**config.mk**
```make
export PLATFORM = sky130hd
export DESIGN_NAME = rccs_top
export DESIGN_NICKNAME = d
export VERILOG_FILES = /design/src/logic/rccs_pkg.sv /design/src/logic/rccs_top.sv
export VERILOG_INCLUDE_DIRS = /design/src /design/src/logic
export SDC_FILE = /design/constraint.sdc
export NUM_CORES = 1
export LEC_CHECK = 0
export ABC_CLOCK_PERIOD_IN_PS = 5300
export BUFFER_PORTS_ARGS = -buffer_cell sky130_fd_sc_hd__buf_2
export CORE_MARGIN = 5
export CORE_UTILIZATION = 51
export DETAILED_ROUTE_END_ITERATION = 8
export GPL_TIMING_DRIVEN = 0
export PLACE_DENSITY = 0.79
export SKIP_LAST_GASP = 1
export SLEW_MARGIN = 20
export SYNTH_ARGS = -nofsm -noshare
export SYNTH_HDL_FRONTEND = slang
export SYNTH_SLANG_ARGS = --single-unit
```
**constraint.sdc**
```tcl
create_clock -name i_clock -period 5.3 [get_ports i_clock]
set_input_delay 0.53 -clock i_clock [delete_from_list [all_inputs] [get_ports i_clock]]
set_output_delay 0.53 -clock i_clock [all_outputs]
set_load 0.05 [all_outputs]
```
**src/logic/rccs_params.svh**
```systemverilog
// register offsets, field positions and reset values of the reset-cause and clock-select block
`ifndef RCCS_PARAMS_SVH
`define RCCS_PARAMS_SVH
`define RCCS_ADDR_CAUSE 32'h40023874
`define RCCS_ADDR_CTRL 32'h40023800
`define RCCS_ADDR_BKUP 32'h40023870
`define RCCS_ADDR_CFG 32'h40023808
`define RCCS_ADDR_OPT 32'h40023810
`define RCCS_ADDR_INTST 32'h40023814
`define RCCS_ADDR_INTMSK 32'h40023818
`define RCCS_BIT_RC_EN 0
`define RCCS_BIT_RC_STB 1
`define RCCS_BIT_CLR 24
`define RCCS_BIT_FLAG_LO 25
`define RCCS_NUM_CAUSES 7
`define RCCS_BIT_FAST_BYP 0
`define RCCS_BIT_PLL_SRC 1
`define RCCS_BIT_SLOW_BYP 0
`define RCCS_BIT_OUTA_LO 0
`define RCCS_BIT_OUTB_LO 2
`define RCCS_BIT_BOR_LO 0
`define RCCS_BOR_RESET 2'h3
`define RCCS_RC_SETTLE 4'hF
`define RCCS_RESP_OKAY 2'h0
`define RCCS_RESP_SLVERR 2'h2
`endif

```
**src/logic/rccs_pkg.sv**
```systemverilog
// types shared by the reset-cause and clock-select block
package rccs_pkg;
  typedef enum logic [1:0] {
    RCCS_SRC_A = 2'h0,
    RCCS_SRC_B = 2'h1,
    RCCS_SRC_C = 2'h2,
    RCCS_SRC_D = 2'h3
  } rccs_sel_t;
  typedef enum logic [2:0] {
    RCCS_W_IDLE = 3'h1,
    RCCS_W_HAVE = 3'h2,
    RCCS_W_RESP = 3'h4
  } rccs_wstate_t;
endpackage

```
**src/logic/rccs_top.sv**
```systemverilog
// reset-cause record and clock-source selection with an AXI4-Lite register slave
// Summary of operation
// - cause status register sits at 0x40023874 for software to read
// - cause flags stick; system reset keeps them, only power-on reset or the clear bit clears them
// - writing one to bit 24 clears all cause flags
// - bits 31..25: low-power, window wd, free wd, software, power-on, pin, brownout
// - pll reference selectable between fast crystal and internal fast rc
// - fast crystal bypass bit takes external clock directly on input pin
// - slow crystal bypass bit takes external clock on 32 kHz input
// - output a source: 00 fast rc, 01 slow crystal, 10 fast crystal, 11 pll p
// - output b has its own selector; code 00 routes system clock
// - supply monitor enable pin keeps power-on/down detection active
// - brownout threshold option defaults to 11, meaning brownout reset off
//
// The AXI4-Lite register port was left to the implementer.
`include "rccs_params.svh"
module rccs_top import rccs_pkg::*; (
  // clock and reset
  input wire logic i_clock,
  input wire logic i_sys_rst,
  input wire logic i_por_rst,
  // reset events, one per cause, asynchronous levels
  input wire logic [`RCCS_NUM_CAUSES-1:0] i_cause_events,
  // oscillator status and supply pin
  input wire logic i_slow_rc_ready,
  input wire logic i_supply_monitor_enable_pin,
  // axi4-lite write address
  input wire logic [31:0] i_awaddr,
  input wire logic i_awvalid,
  output logic o_awready,
  // axi4-lite write data
  input wire logic [31:0] i_wdata,
  input wire logic [3:0] i_wstrb,
  input wire logic i_wvalid,
  output logic o_wready,
  // axi4-lite write response
  output logic [1:0] o_bresp,
  output logic o_bvalid,
  input wire logic i_bready,
  // axi4-lite read
  input wire logic [31:0] i_araddr,
  input wire logic i_arvalid,
  output logic o_arready,
  output logic [31:0] o_rdata,
  output logic [1:0] o_rresp,
  output logic o_rvalid,
  input wire logic i_rready,
  // clock control, brownout option and supply monitor outputs
  output logic o_slow_rc_enable,
  output logic o_fast_crystal_bypass,
  output logic o_slow_crystal_bypass,
  output logic o_pll_ref_is_rc,
  output logic [1:0] o_clock_output_a_source,
  output logic [1:0] o_clock_output_b_source,
  output logic [1:0] o_brownout_threshold_option,
  output logic o_supply_monitor_active,
  // interrupt
  output logic o_irq
);
  logic [`RCCS_NUM_CAUSES-1:0] ev_s1_q, ev_s2_q, ev_s3_q;
  logic rdy_s1_q, rdy_s2_q, pdr_s1_q, pdr_s2_q;
  logic [`RCCS_NUM_CAUSES-1:0] cause_flags_q;
  logic [3:0] settle_q;
  logic slow_rc_stable_q;
  logic [`RCCS_NUM_CAUSES:0] int_status_q, int_mask_q;
  rccs_wstate_t wstate_q;
  logic aw_have_q, w_have_q;
  logic [31:0] awaddr_q, wdata_q;
  logic [3:0] wstrb_q;
  logic wr_fire, wr_hit, cause_clear;
  logic [`RCCS_NUM_CAUSES-1:0] ev_rise;
  logic stable_rise;
  logic [31:0] rd_d;
  logic rd_hit;

  // two-flop synchronisers; the third stage only serves edge detection
  always_ff @(posedge i_clock or posedge i_sys_rst) begin
    if (i_sys_rst) begin
      ev_s1_q <= '0;
      ev_s2_q <= '0;
      ev_s3_q <= '0;
      rdy_s1_q <= 1'b0;
      rdy_s2_q <= 1'b0;
      pdr_s1_q <= 1'b0;
      pdr_s2_q <= 1'b0;
    end else begin
      ev_s1_q <= i_cause_events;
      ev_s2_q <= ev_s1_q;
      ev_s3_q <= ev_s2_q;
      rdy_s1_q <= i_slow_rc_ready;
      rdy_s2_q <= rdy_s1_q;
      pdr_s1_q <= i_supply_monitor_enable_pin;
      pdr_s2_q <= pdr_s1_q;
    end
  end
  assign ev_rise = ev_s2_q & ~ev_s3_q;

  // write channel: address and data may arrive in either order
  assign wr_fire = (wstate_q == RCCS_W_HAVE);
  always_ff @(posedge i_clock or posedge i_sys_rst) begin
    if (i_sys_rst) begin
      wstate_q <= RCCS_W_IDLE;
      aw_have_q <= 1'b0;
      w_have_q <= 1'b0;
      awaddr_q <= '0;
      wdata_q <= '0;
      wstrb_q <= '0;
      o_awready <= 1'b1;
      o_wready <= 1'b1;
      o_bvalid <= 1'b0;
      o_bresp <= `RCCS_RESP_OKAY;
    end else begin
      unique case (wstate_q)
        RCCS_W_IDLE: begin
          if (i_awvalid && o_awready) begin
            awaddr_q <= i_awaddr;
            aw_have_q <= 1'b1;
            o_awready <= 1'b0;
          end
          if (i_wvalid && o_wready) begin
            wdata_q <= i_wdata;
            wstrb_q <= i_wstrb;
            w_have_q <= 1'b1;
            o_wready <= 1'b0;
          end
          if ((aw_have_q || (i_awvalid && o_awready)) && (w_have_q || (i_wvalid && o_wready))) begin
            wstate_q <= RCCS_W_HAVE;
          end
        end
        RCCS_W_HAVE: begin
          o_bvalid <= 1'b1;
          o_bresp <= wr_hit ? `RCCS_RESP_OKAY : `RCCS_RESP_SLVERR;
          wstate_q <= RCCS_W_RESP;
        end
        RCCS_W_RESP: begin
          if (i_bready) begin
            o_bvalid <= 1'b0;
            aw_have_q <= 1'b0;
            w_have_q <= 1'b0;
            o_awready <= 1'b1;
            o_wready <= 1'b1;
            wstate_q <= RCCS_W_IDLE;
          end
        end
      endcase
    end
  end

  always_comb begin
    wr_hit = 1'b0;
    unique case (awaddr_q)
      `RCCS_ADDR_CAUSE, `RCCS_ADDR_CTRL, `RCCS_ADDR_BKUP, `RCCS_ADDR_CFG,
      `RCCS_ADDR_OPT, `RCCS_ADDR_INTST, `RCCS_ADDR_INTMSK: wr_hit = 1'b1;
      default: wr_hit = 1'b0;
    endcase
  end

  assign cause_clear = wr_fire && (awaddr_q == `RCCS_ADDR_CAUSE) && wstrb_q[3]
    && wdata_q[`RCCS_BIT_CLR];

  // sticky flags, only power-on reset or the clear bit wipes them; a new event beats the clear
  always_ff @(posedge i_clock or posedge i_por_rst) begin
    if (i_por_rst) begin
      cause_flags_q <= '0;
    end else begin
      cause_flags_q <= (cause_clear ? '0 : cause_flags_q) | ev_s2_q;
    end
  end

  // slow rc enable and settle count for the stable flag
  always_ff @(posedge i_clock or posedge i_sys_rst) begin
    if (i_sys_rst) begin
      o_slow_rc_enable <= 1'b0;
      settle_q <= '0;
      slow_rc_stable_q <= 1'b0;
    end else begin
      if (wr_fire && awaddr_q == `RCCS_ADDR_CAUSE && wstrb_q[0]) begin
        o_slow_rc_enable <= wdata_q[`RCCS_BIT_RC_EN];
      end
      if (!o_slow_rc_enable || !rdy_s2_q) begin
        settle_q <= '0;
        slow_rc_stable_q <= 1'b0;
      end else if (settle_q != `RCCS_RC_SETTLE) begin
        settle_q <= settle_q + 4'h1;
      end else begin
        slow_rc_stable_q <= 1'b1;
      end
    end
  end
  assign stable_rise = o_slow_rc_enable && rdy_s2_q && settle_q == `RCCS_RC_SETTLE
    && !slow_rc_stable_q;

  always_ff @(posedge i_clock or posedge i_sys_rst) begin
    if (i_sys_rst) begin
      o_fast_crystal_bypass <= 1'b0;
      o_pll_ref_is_rc <= 1'b1;
      o_slow_crystal_bypass <= 1'b0;
      o_clock_output_a_source <= RCCS_SRC_A;
      o_clock_output_b_source <= RCCS_SRC_A;
      o_brownout_threshold_option <= `RCCS_BOR_RESET;
    end else if (wr_fire && wstrb_q[0]) begin
      unique case (awaddr_q)
        `RCCS_ADDR_CTRL: begin
          o_fast_crystal_bypass <= wdata_q[`RCCS_BIT_FAST_BYP];
          o_pll_ref_is_rc <= wdata_q[`RCCS_BIT_PLL_SRC];
        end
        `RCCS_ADDR_BKUP: o_slow_crystal_bypass <= wdata_q[`RCCS_BIT_SLOW_BYP];
        `RCCS_ADDR_CFG: begin
          o_clock_output_a_source <= wdata_q[`RCCS_BIT_OUTA_LO +: 2];
          o_clock_output_b_source <= wdata_q[`RCCS_BIT_OUTB_LO +: 2];
        end
        `RCCS_ADDR_OPT: o_brownout_threshold_option <= wdata_q[`RCCS_BIT_BOR_LO +: 2];
        default: ;
      endcase
    end
  end

  // supply monitor stays on while the pin is high
  always_ff @(posedge i_clock or posedge i_sys_rst) begin
    if (i_sys_rst) begin
      o_supply_monitor_active <= 1'b0;
    end else begin
      o_supply_monitor_active <= pdr_s2_q;
    end
  end

  // interrupt status: one bit per cause plus slow rc stable; write one to clear, set wins
  always_ff @(posedge i_clock or posedge i_sys_rst) begin
    if (i_sys_rst) begin
      int_status_q <= '0;
      int_mask_q <= '0;
      o_irq <= 1'b0;
    end else begin
      if (wr_fire && awaddr_q == `RCCS_ADDR_INTST && wstrb_q[0]) begin
        int_status_q <= (int_status_q & ~wdata_q[`RCCS_NUM_CAUSES:0])
          | {stable_rise, ev_rise};
      end else begin
        int_status_q <= int_status_q | {stable_rise, ev_rise};
      end
      if (wr_fire && awaddr_q == `RCCS_ADDR_INTMSK && wstrb_q[0]) begin
        int_mask_q <= wdata_q[`RCCS_NUM_CAUSES:0];
      end
      o_irq <= |(int_status_q & int_mask_q);
    end
  end

  always_comb begin
    rd_d = '0;
    rd_hit = 1'b1;
    unique case (i_araddr)
      `RCCS_ADDR_CAUSE: begin
        rd_d[`RCCS_BIT_FLAG_LO +: `RCCS_NUM_CAUSES] = cause_flags_q;
        rd_d[`RCCS_BIT_RC_STB] = slow_rc_stable_q;
        rd_d[`RCCS_BIT_RC_EN] = o_slow_rc_enable;
      end
      `RCCS_ADDR_CTRL: begin
        rd_d[`RCCS_BIT_FAST_BYP] = o_fast_crystal_bypass;
        rd_d[`RCCS_BIT_PLL_SRC] = o_pll_ref_is_rc;
      end
      `RCCS_ADDR_BKUP: rd_d[`RCCS_BIT_SLOW_BYP] = o_slow_crystal_bypass;
      `RCCS_ADDR_CFG: begin
        rd_d[`RCCS_BIT_OUTA_LO +: 2] = o_clock_output_a_source;
        rd_d[`RCCS_BIT_OUTB_LO +: 2] = o_clock_output_b_source;
      end
      `RCCS_ADDR_OPT: rd_d[`RCCS_BIT_BOR_LO +: 2] = o_brownout_threshold_option;
      `RCCS_ADDR_INTST: rd_d[`RCCS_NUM_CAUSES:0] = int_status_q;
      `RCCS_ADDR_INTMSK: rd_d[`RCCS_NUM_CAUSES:0] = int_mask_q;
      default: rd_hit = 1'b0;
    endcase
  end

  // read channel answers one cycle after the address is taken
  always_ff @(posedge i_clock or posedge i_sys_rst) begin
    if (i_sys_rst) begin
      o_arready <= 1'b1;
      o_rvalid <= 1'b0;
      o_rdata <= '0;
      o_rresp <= `RCCS_RESP_OKAY;
    end else if (o_rvalid) begin
      if (i_rready) begin
        o_rvalid <= 1'b0;
        o_arready <= 1'b1;
      end
    end else if (i_arvalid) begin
      o_arready <= 1'b0;
      o_rvalid <= 1'b1;
      o_rdata <= rd_d;
      o_rresp <= rd_hit ? `RCCS_RESP_OKAY : `RCCS_RESP_SLVERR;
    end
  end

  // a flag once set stays unless cleared or power-on reset
  property p_flags_sticky;
    @(posedge i_clock) disable iff (i_por_rst)
      (|cause_flags_q) && !cause_clear |=> (cause_flags_q & $past(cause_flags_q))
        == $past(cause_flags_q);
  endproperty
  a_flags_sticky: assert property (p_flags_sticky) else $error("cause flag lost");

  // clear empties flags unless a new event arrives
  property p_clear;
    @(posedge i_clock) disable iff (i_por_rst)
      cause_clear && ev_s2_q == '0 |=> cause_flags_q == '0;
  endproperty
  a_clear: assert property (p_clear) else $error("clear did not empty flags");

  // each cause lands in its own flag one cycle after the synchroniser
  property p_event_flag;
    @(posedge i_clock) disable iff (i_por_rst || i_sys_rst)
      ev_s2_q != '0 |=> (cause_flags_q & $past(ev_s2_q)) == $past(ev_s2_q);
  endproperty
  a_event_flag: assert property (p_event_flag) else $error("event not recorded");

  // stable only while enabled; the flag trails a disable by one cycle
  property p_stable;
    @(posedge i_clock) disable iff (i_sys_rst)
      slow_rc_stable_q |-> $past(o_slow_rc_enable) && $past(rdy_s2_q);
  endproperty
  a_stable: assert property (p_stable) else $error("stable without enable");

  // threshold option leaves reset at 11
  property p_bor_reset;
    @(posedge i_clock) disable iff (i_sys_rst)
      $rose(!i_sys_rst) |-> o_brownout_threshold_option == `RCCS_BOR_RESET;
  endproperty
  a_bor_reset: assert property (p_bor_reset) else $error("brownout default wrong");

  // monitor follows pin within three cycles
  property p_monitor;
    @(posedge i_clock) disable iff (i_sys_rst)
      i_supply_monitor_enable_pin [*3] |-> ##1 o_supply_monitor_active;
  endproperty
  a_monitor: assert property (p_monitor) else $error("monitor not active");

  property p_sel_write;
    @(posedge i_clock) disable iff (i_sys_rst)
      wr_fire && wstrb_q[0] && awaddr_q == `RCCS_ADDR_CFG
        |=> o_clock_output_a_source == $past(wdata_q[`RCCS_BIT_OUTA_LO +: 2]);
  endproperty
  a_sel_write: assert property (p_sel_write) else $error("source select not written");

  // cause register read returns flags in 31..25
  property p_read_cause;
    @(posedge i_clock) disable iff (i_sys_rst)
      o_arready && i_arvalid && i_araddr == `RCCS_ADDR_CAUSE
        |=> o_rvalid && o_rdata[31:25] == $past(cause_flags_q);
  endproperty
  a_read_cause: assert property (p_read_cause) else $error("cause read wrong");
endmodule

```
==> flow_metrics.tcl, run 1 <==
set metrics [dict create \
    pwr-share-comb_pct 16.4 \
    dpl_worst_slack_ns 2.912 \
    grt_pass1_vias 4180 \
    yosysWarnings 0 \
    routabilityCongestion 0.8599 \
    r2r_start "awaddr_q[31]" \
    die_w_um 114.1 \
    dr_total_vias 4000 \
    netlist.area_leader.share_pct 58.00 \
    drt-initial-drc-count 254 \
    setup-tns-final_ns 0 \
    critPathMaxFanout 8 \
    root_buffer "clkbuf_8" \
    power_density_nw_per_um2 440.6 \
    num-fill-cells 821 \
    cts_tree "done" \
    ant_nets 0 \
    hold_buffers 1 \
    numCtsBuffers 17 \
    synth_edf_count 0 \
    die-height_um 114.1 \
    finalCritPeriodShare_pct 47.00 \
    port_buffers 125 \
    wl_per_cell_um 17.70 \
    ir_worst_vdd_uv 260.6 \
    r2r-end "int_mask_q[0]" \
    hpwl_um 9434 \
    cp-end-kind "flop" \
    cts_buffer_depth 2 \
    leakagePower_nw 3.454 \
    worstPathArrival_ns 2.88 \
    htree_levels 4 \
    hold_class "in2async" \
    start_util_pct 51.40 \
    area_growth_pct 27.64 \
    min_period_ns 2.491 \
    drtPass1Iterations 4 \
    crit_type "reg2reg" \
    worstSetupStartpointType "flop" \
    layout_setup_ws_ns 2.809 \
    setup_viol 0 \
    io_pins 170 \
    rows 38 \
    synth_most_common_cell "dfrtp_1" \
    grt_pass1_wl_um 20940 \
    hold_violations 0 \
    switching_share_pct 27.91 \
    p_clk_share_pct 38.9 \
    grt_max_degree 81 \
    tightest_slew_ns 0.7095 \
    diodes 0 \
    synth-seq-cells 135 \
    synth_top_area_cell "dfrtp_1" \
    skew_ns 0.008737 \
    syn_area_per_cell_um2 13.18 \
    synth-main-ff-cell "dfrtp_1" \
    synthTopCellsByArea "dfrtp_1 58%, mux2_2 13%, a22o_1 3.6%" \
    slew_viol_final 0 \
    worstSkewPairLatency_ns 0.51 \
    syn-instance-count 419 \
    p_int_mw 2.239 \
    seq_area_frac_synth_pct 61.33 \
    async_flop_share_pct 100.0 \
    drc 0 \
    p_total_mw 3.106 \
    status "completed" \
    rsz0062_at_grt "no" \
    clock.fmax_mhz 401.4 \
    post-cts-setup-buffers 0 \
    reg2reg_slack_ns 2.81 \
    synth_area_um2 5523 \
    die_area_um2 13010 \
    ys_top_cells_by_count "128 x dfrtp_1, 62 x mux2_2, 26 x nor2_1" \
    maxCapViolCount 0 \
    clock_sinks 135 \
    grtUsageTotal_pct 20.91 \
    antenna_found_initial 2 \
    via_per_inst 5.435 \
    hold_slack_ns 0.03320 \
    cp.required_ns 5.69 \
    grt-ovfl-total 0 \
    cp-startpoint "awaddr_q[31]" \
    nNetsFinal 701 \
    slew_headroom_pct 52.52 \
    drt_wl_total_um 13030 \
    drive_gt1_share_pct 43.62 \
    cts_resized 0 \
    p_seq_share_pct 44.7 \
    p_sw_mw 0.8669 \
    clkTransAtPathRegs_ns 0.06 \
    worstRegToRegCells 4 \
    synth.distinct_cells 44 \
    core_area_um2 10750 \
]
==> worst max-delay path, stage by stage (launching register included) <==
cell and delay (ns):
dfrtp_1 0.39, nor4bb_1 0.50, nand4_2 0.33, nor4_4 0.73, mux2_2 0.42
==> final cells by class <==
type                       count  area (um2)  share of cell area, %
buffer                        29       186.4                  2.645
clock buffer                  17       414.1                  5.875
clock inverter                15       201.4                  2.858
inverter                      13       53.80                 0.7632
multi-input combinational    260        1968                  27.92
sequential                   135        3387                  48.05
tap                          140       175.2                  2.485
timing repair buffer         127       663.1                  9.407
==> cells in the final DEF, fill, tap and decap left out, types with 11 or more instances in the layout <==
master     count
a21o_1        11
a22o_1        23
buf_2        130
buf_4         19
clkbuf_16     16
conb_1        19
dfrtp_1      128
inv_1         12
mux2_2        62
nand3_1       17
nor2_1        26
==> flip-flops by register name (all words and copies together) (netlist names), 2 cells and up <==
name	flops
wstrb_q	2
awaddr_q	32
o_brownout_threshold_option	2
ev_s1_q	7
ev_s3_q	7
wstate_q	3
o_clock_output_b_source	2
cause_flags_q	7
o_rdata	15
o_clock_output_a_source	2
wdata_q	9
int_status_q	8
ev_s2_q	7
settle_q	4
int_mask_q	8
==> per-stage QoR <==
| step | utilization, % | instance area [um2] | cells |
|---|---|---|---|
| after floorplan | - | 5590 | 437 |
| after global placement | 59.48 | 6391 | 702 |
| after detailed placement | 59.78 | 6424 | 703 |
| after CTS | 65.60 | 7049 | 736 |
| after global routing | 65.60 | 7049 | 736 |
| final | 65.60 | 7049 | 736 |
==> kinds of logic after synthesis <==
| family | count (synthesis) | synth area share [%] |
|---|---|---|
| adder cells (fa/ha/maj) | 1 | 0.2265 |
| AND/OR/NAND/NOR | 104 | 11.12 |
| flip-flops | 135 | 61.33 |
| AO/OA/AOI/OAI | 67 | 9.153 |
| buffers and inverters | 42 | 4.259 |
| other | 1 | 0.06790 |
| XOR/XNOR | 3 | 0.4758 |
| multiplexers | 66 | 13.37 |
==> power by group through the flow <==
stage               Clock (mW)  Combinational [mW]  Sequential (mW)
global route              1.28               0.551             1.41
detailed placement           0               0.506             1.40
global placement             0               0.480             1.38
CTS                       1.23               0.514             1.39
finish                    1.21               0.509             1.39
floorplan                    0               0.346             1.40
==> metal layers <==
layer / vias to the layer above / routed length, um / track usage [%]
li1: 1829 / - / -
met1: 1954 / 4976 / 24.64
met2: 180 / 6552 / 35.75
met3: 33 / 1100 / 6.554
met4: 4 / 366 / 8.234
met5: - / 34 / 0
==> worst max path at each step <==
stage                     cells after the start  slack, ns             to
after global routing                          4       2.73  int_mask_q[0]
after global placement                        2       0.22     ev_s1_q[3]
final                                         4       2.81  int_mask_q[0]
after floorplan                               1       1.37      aw_have_q
after CTS                                     4       2.79  int_mask_q[0]
after detailed placement                      4       2.91  int_mask_q[3]
(Power assumes the default switching activity.)
==> run 2, diff against run 1 <==
Settings changed: ABC_AREA from default to 1, ABC_CLOCK_PERIOD_IN_PS 5300 to 2600, CORE_UTILIZATION 51 to 52.
Clock period 5.3 ns to 2.6 ns, I/O delays scaled along.
==> run 2 against run 1 <==
Flip-flop and latch count unchanged. Highest routed layer unchanged. Clock power rose by 100%. Clock-buffer cell count grew 5. Final area rose by 6.9%. Largest power group unchanged. Global-route usage down 0.15 points. First-iteration DRC count is 8.7% lower. Wire length up 1.3%.
==> flow_metrics.tcl, run 2 <==
set metrics [dict create \
    setup_viol 0 \
    worstRegToRegCells 6 \
    synth-seq-cells 135 \
    setup-tns-final_ns 0 \
    synth-compound-area-share_pct 6.667 \
    area_growth_pct 28.29 \
    min_period_ns 1.877 \
    tightest_slew_ns 0.7029 \
    synthAdderAreaFrac_pct 0.2130 \
    cts_buffer_depth 2 \
    clock.fmax_mhz 532.7 \
    rsz0062_at_grt "no" \
    drt-initial-drc-count 232 \
    grt_max_degree 37 \
    skew_ns 0.007613 \
    hold_violations 0 \
    power_density_nw_per_um2 860.6 \
    synthTopCellsByArea "dfrtp_1 55%, nand2_1 9.8%, mux2_2 5.2%" \
    whs_path_depth 2 \
    cts_tree "done" \
    die-height_um 116.3 \
    stdcell_count 962 \
    placed_area_um2 6807 \
    drc 0 \
    hold_start "i_rready" \
    r2r-end "wdata_q[2]" \
    critPathMaxFanout 10 \
    maxCapViolCount 0 \
    leakagePower_nw 4.006 \
    io_pins 170 \
    htree_levels 4 \
    drt_wl_total_um 13190 \
    clkTransAtPathRegs_ns 0.06 \
    dp_cells 918 \
    die_w_um 116.3 \
    drive_gt1_share_pct 30.09 \
    worstSkewPairLatency_ns 0.41 \
    grt_pass1_vias 4783 \
    clock_sinks 135 \
    layout_setup_ws_ns 0.7228 \
    root_buffer "clkbuf_16" \
    synth_area_um2 5874 \
    yosysWarnings 0 \
    synth_edf_count 0 \
    cp-startpoint "wstate_q[0]" \
    hpwl_um 9952 \
    dr_total_vias 4692 \
    finalCritPeriodShare_pct 72.20 \
    dpl_worst_slack_ns 0.7653 \
    synth_most_common_cell "nand2_1" \
    final_cell_mix "153 x nand2_1, 132 x buf_2, 128 x dfrtp_1" \
    yosys.area_share.simple_pct 21.58 \
    rows 38 \
    synth_top_family_by_area "simple AND/OR/NAND/NOR gates" \
    final_common_cell "nand2_1" \
    drtPass1Iterations 5 \
    ir_worst_vdd_uv 692.8 \
    syn-instance-count 632 \
    async_flop_share_pct 100.0 \
    regMostFlops "awaddr_q" \
    die_area_um2 13520 \
    start_util_pct 53.72 \
    ys_top_cells_by_count "153 x nand2_1, 128 x dfrtp_1, 76 x inv_1" \
    wl_per_cell_um 13.72 \
    port_buffers 125 \
    core_area_um2 10940 \
    postLayoutCellArea_um2 7536 \
    r2r_start "wstate_q[0]" \
    synthMuxAreaShare_pct 5.176 \
    seq_area_frac_synth_pct 57.66 \
    routabilityCongestion 0.9287 \
    synth_xor_area_share_pct 0.1491 \
    reg2reg_slack_ns 0.72 \
    slew_viol_final 0 \
    cp-end-kind "flop" \
    nNetsFinal 926 \
    grtUsageTotal_pct 20.77 \
    synth.distinct_cells 39 \
    ant_nets 0 \
    hold_class "in2reg" \
    antenna_found_initial 2 \
    cp.required_ns 2.93 \
    synth-main-ff-cell "dfrtp_1" \
    via_per_inst 4.877 \
    slew_headroom_pct 53.04 \
    post-cts-setup-buffers 0 \
    status "completed" \
    syn_area_per_cell_um2 9.295 \
    largest_reg_flops 32 \
    synth_top_area_cell "dfrtp_1" \
    worstSetupStartpointType "flop" \
    grt-ovfl-total 0 \
    grt_pass1_wl_um 21980 \
    top_regs "awaddr_q x32, o_rdata x15, wdata_q x9" \
    cts_resized 0 \
    worstPathArrival_ns 2.20 \
    numCtsBuffers 17 \
    crit_type "reg2reg" \
    whs_endpoint "o_rvalid" \
    netlist.area_leader.share_pct 54.53 \
]
## run 2: repair_timing
action,4_1_cts,5_1_grt
setup endpoints to repair,0,0
hold endpoints to repair,41,0
hold buffers,11,0
## run 2: logic make-up after synthesis
kind of cell | count (synthesis)
fa+ha+maj | 1
mux | 27
compound gates | 74
other cells | 1
simple gates | 284
buf+inv | 109
xor+xnor | 1
flops | 135
## run 2: worst max path at each step
stage	end	slack [ns]	depth (start not counted)
2_1_floorplan	aw_have_q	0.76	1
3_3_place_gp	ev_s1_q[4]	0.06	2
3_5_place_dp	wdata_q[4]	0.77	6
4_1_cts	wdata_q[2]	0.72	6
5_1_grt	wdata_q[2]	0.64	6
6_report	wdata_q[2]	0.72	6
## run 2: per-layer routing
layer | part of all wire, % | track usage [%] | vias up
met5 | 0.099 | 0 | -
met4 | 1.6 | 8.894 | 2
met3 | 7.8 | 6.010 | 23
met2 | 50 | 35.05 | 158
met1 | 40 | 24.91 | 2196
li1 | - | - | 2313
## run 2: cell type report
cell class / instances / area, um2
inverter: 79 / 302.8
clock inverter: 10 / 142.6
timing repair buffer: 139 / 795.8
buffer: 30 / 200.2
antenna: 1 / 2.502
tap: 140 / 175.2
fill: 809 / 3400
clock buffer: 22 / 474.2
multi-input combinational: 406 / 2056
sequential: 135 / 3387
## run 2: report_power, final
group / leakage [nW] / switching [mW] / total, mW / internal [mW]
Sequential: 1.62 / 0.214 / 2.72 / 2.50
Combinational: 2.09 / 0.834 / 1.31 / 0.477
Clock: 0.301 / 0.868 / 2.46 / 1.59
Total: 4.01 / 1.92 / 6.49 / 4.57
## run 2: metrics by stage
step           utilization (%)  hold WS [ns]  total power, mW
2_1_floorplan                -       0.06340            3.709
3_3_place_gp             61.69        0.2058            3.964
3_5_place_dp             62.24        0.2155            4.053
4_1_cts                  68.89       0.04671            6.536
5_1_grt                  68.91       0.05547            6.805
6_report                 68.91       0.05982            6.486
## run 2: critical path: stages (launching register included)
cell and delay (ns):
dfstp_2 0.54, inv_1 0.05, nor3_1 0.29, nand2_1 0.18, buf_2 0.23, clkbuf_1 0.28, a21oi_1 0.23
==> run 3, diff against run 2 <==
Settings changed: ABC_AREA 1 to 0, ABC_CLOCK_PERIOD_IN_PS 2600 to 1790, CORE_UTILIZATION 52 to 51.
Clock period 2.6 ns to 1.79 ns, I/O delays scaled along.
==> run 3 against run 2 <==
The run now ends with negative setup slack left. Combinational power increased by 63%. Maximum frequency fell by 2.4%. Global-route usage rose by 1.8 points. Die area fell by 3.8%. Critical path depth stayed put. Sequential power grew 56%. Worst setup slack got worse by 0.86 ns. Utilization up 7.4 points.
==> flow_metrics.tcl, run 3 (synthesized netlist as in run 1, its figures left out) <==
set metrics [dict create \
    status "finished with violations" \
    violations "negative setup slack" \
    power_density_nw_per_um2 1154 \
    final_common_cell "dfrtp_1" \
    drive_gt1_share_pct 44.08 \
    drt_wl_total_um 15770 \
    reg2reg_slack_ns -0.13 \
    slew_headroom_pct 58.64 \
    leakagePower_nw 3.960 \
    clock.fmax_mhz 519.8 \
    regArea_um2 3388 \
    largest_reg_flops 32 \
    skew_ns 0.01213 \
    numCtsBuffers 17 \
    cts_buffer_depth 2 \
    min_period_ns 1.924 \
    wl_per_cell_um 19.32 \
    final_cell_mix "127 x dfrtp_1, 125 x buf_2, 58 x dlygate4sd3_1" \
    dp_cells 706 \
    crit_type "reg2reg" \
    num-fill-cells 604 \
    nNetsFinal 781 \
    core_area_um2 10750 \
    routabilityCongestion 0.8100 \
    ant_nets 0 \
    hold_class "in2reg" \
    start_util_pct 51.40 \
    worstSetupStartpointType "flop" \
    hold_violations 0 \
    worstPathArrival_ns 2.34 \
    drc 0 \
    grt-ovfl-total 0 \
    slew_viol_final 0 \
    critPathMaxFanout 8 \
    htree_levels 4 \
    clock_sinks 135 \
    die_area_um2 13010 \
    setup_viol 60 \
    port_buffers 125 \
    cp-end-kind "flop" \
    finalCritPeriodShare_pct 107.5 \
    grt_pass1_wl_um 22740 \
    multi_input_area_um2 2306 \
    cts_tree "done" \
    rsz0062_at_grt "yes" \
    worst_path_largest_cell_delay_ns 0.42 \
    antenna_found_initial 0 \
    crit_slowest_cell "dfrtp_1" \
    io_pins 170 \
    area_growth_pct 48.55 \
    tightest_slew_ns 0.6181 \
    cp_cell_sequence "nor4_4, nand4_2, buf_6, nor4_4, buf_6, mux2_4" \
    grt_pass1_vias 4571 \
    hpwl_um 9443 \
    ir_worst_vdd_uv 908.3 \
    regMostFlops "awaddr_q" \
    cp.required_ns 2.21 \
    die-height_um 114.1 \
    root_buffer "clkbuf_8" \
    layout_setup_ws_ns -0.1337 \
    maxCapViolCount 0 \
    clkTransAtPathRegs_ns 0.06 \
    dr_total_vias 4471 \
    via_per_inst 5.479 \
    die_w_um 114.1 \
    drt-initial-drc-count 276 \
    rows 38 \
    grt_max_degree 34 \
    diodes 0 \
    drtPass1Iterations 5 \
    top_regs "awaddr_q x32, o_rdata x15, wdata_q x9" \
    stdcell_count 816 \
    p_total_mw 9.468 \
    worstSkewPairLatency_ns 0.54 \
    grtUsageTotal_pct 22.59 \
]
[run 3: cell types whose count changed in the layout (fill, tap and decap cells not counted), moves of 9 or more]
cell | before | now
a21o_1 | 0 | 11
a21oi_1 | 21 | 10
a22o_1 | 2 | 23
dlygate4sd3_1 | 11 | 58
inv_1 | 75 | 12
mux2_4 | 0 | 42
nand2_1 | 153 | 10
nand2_2 | 9 | 0
nor2_1 | 71 | 24
o21ai_0 | 22 | 3
o21ai_1 | 21 | 0
[run 3: final timing paths]
kind	cells after the start	to	from
max	6	int_mask_q[6]	awaddr_q[21]
max in group asynchronous	6	int_mask_q[7]	i_sys_rst
min	4	wstate_q[0]	i_wvalid
min in group asynchronous	3	cause_flags_q[6]	i_por_rst
min reg2reg	0	ev_s2_q[5]	ev_s1_q[5]
max reg2reg	6	int_mask_q[6]	awaddr_q[21]
[run 3: power breakdown]
part / internal (mW) / switching, mW / total [mW]
Combinational: 1.16 / 0.973 / 2.14
Clock: 1.71 / 1.37 / 3.09
Sequential: 3.64 / 0.609 / 4.25
[run 3: what timing repair did]
action / in CTS / in global routing
setup endpoints to repair: 72 / 70
hold buffers: 58 / 0
gates resized for setup: 40 / 50
endpoints found under the hold margin: 99 / 0
pin swaps: 11 / 12
cloned: 2 / 2
buffers inserted: 10 / 6
[run 3: metal layers]
layer / wire length [um] / part of all wire (%) / track usage, %
met4: 570 / 3.6 / 8.234
met2: 8026 / 51 / 39.62
met3: 1149 / 7.3 / 6.342
met5: 0 / 0 / 0
met1: 6019 / 38 / 26.50
[run 3: final cells by class]
type | instances | share of cell area [%]
Sequential cell | 135 | 41.30
Tap cell | 140 | 2.135
Clock inverter | 14 | 1.266
Clock buffer | 18 | 5.094
Inverter | 13 | 0.6405
Timing Repair Buffer | 207 | 18.71
Buffer | 29 | 2.745
Multi-Input combinational cell | 260 | 28.11
[run 3: per-stage QoR]
| stage | area [um2] | setup WS (ns) | TNS, ns | util, % | hold WS [ns] |
|---|---|---|---|---|---|
| global route | 8204 | -0.2140 | -6.412 | 76.35 | 0.1267 |
| finish | 8204 | -0.1337 | -3.587 | 76.35 | 0.09565 |
| CTS | 7889 | -0.09391 | -1.377 | 73.42 | 0.03341 |
| global placement | 6425 | -0.6537 | -94.42 | 59.79 | 0.09958 |
| detailed placement | 6520 | -0.5778 | -17.87 | 60.68 | 0.1049 |
| floorplan | 5624 | -0.08854 | -1.063 | - | -0.01760 |
[run 3: critical path: cells and delay by family (launching register included)]
family | cells | cell delay [ns]
buffers and inverters | 2 | 0.38
muxes | 1 | 0.32
DFF | 1 | 0.42
and+or+nand+nor | 3 | 0.69
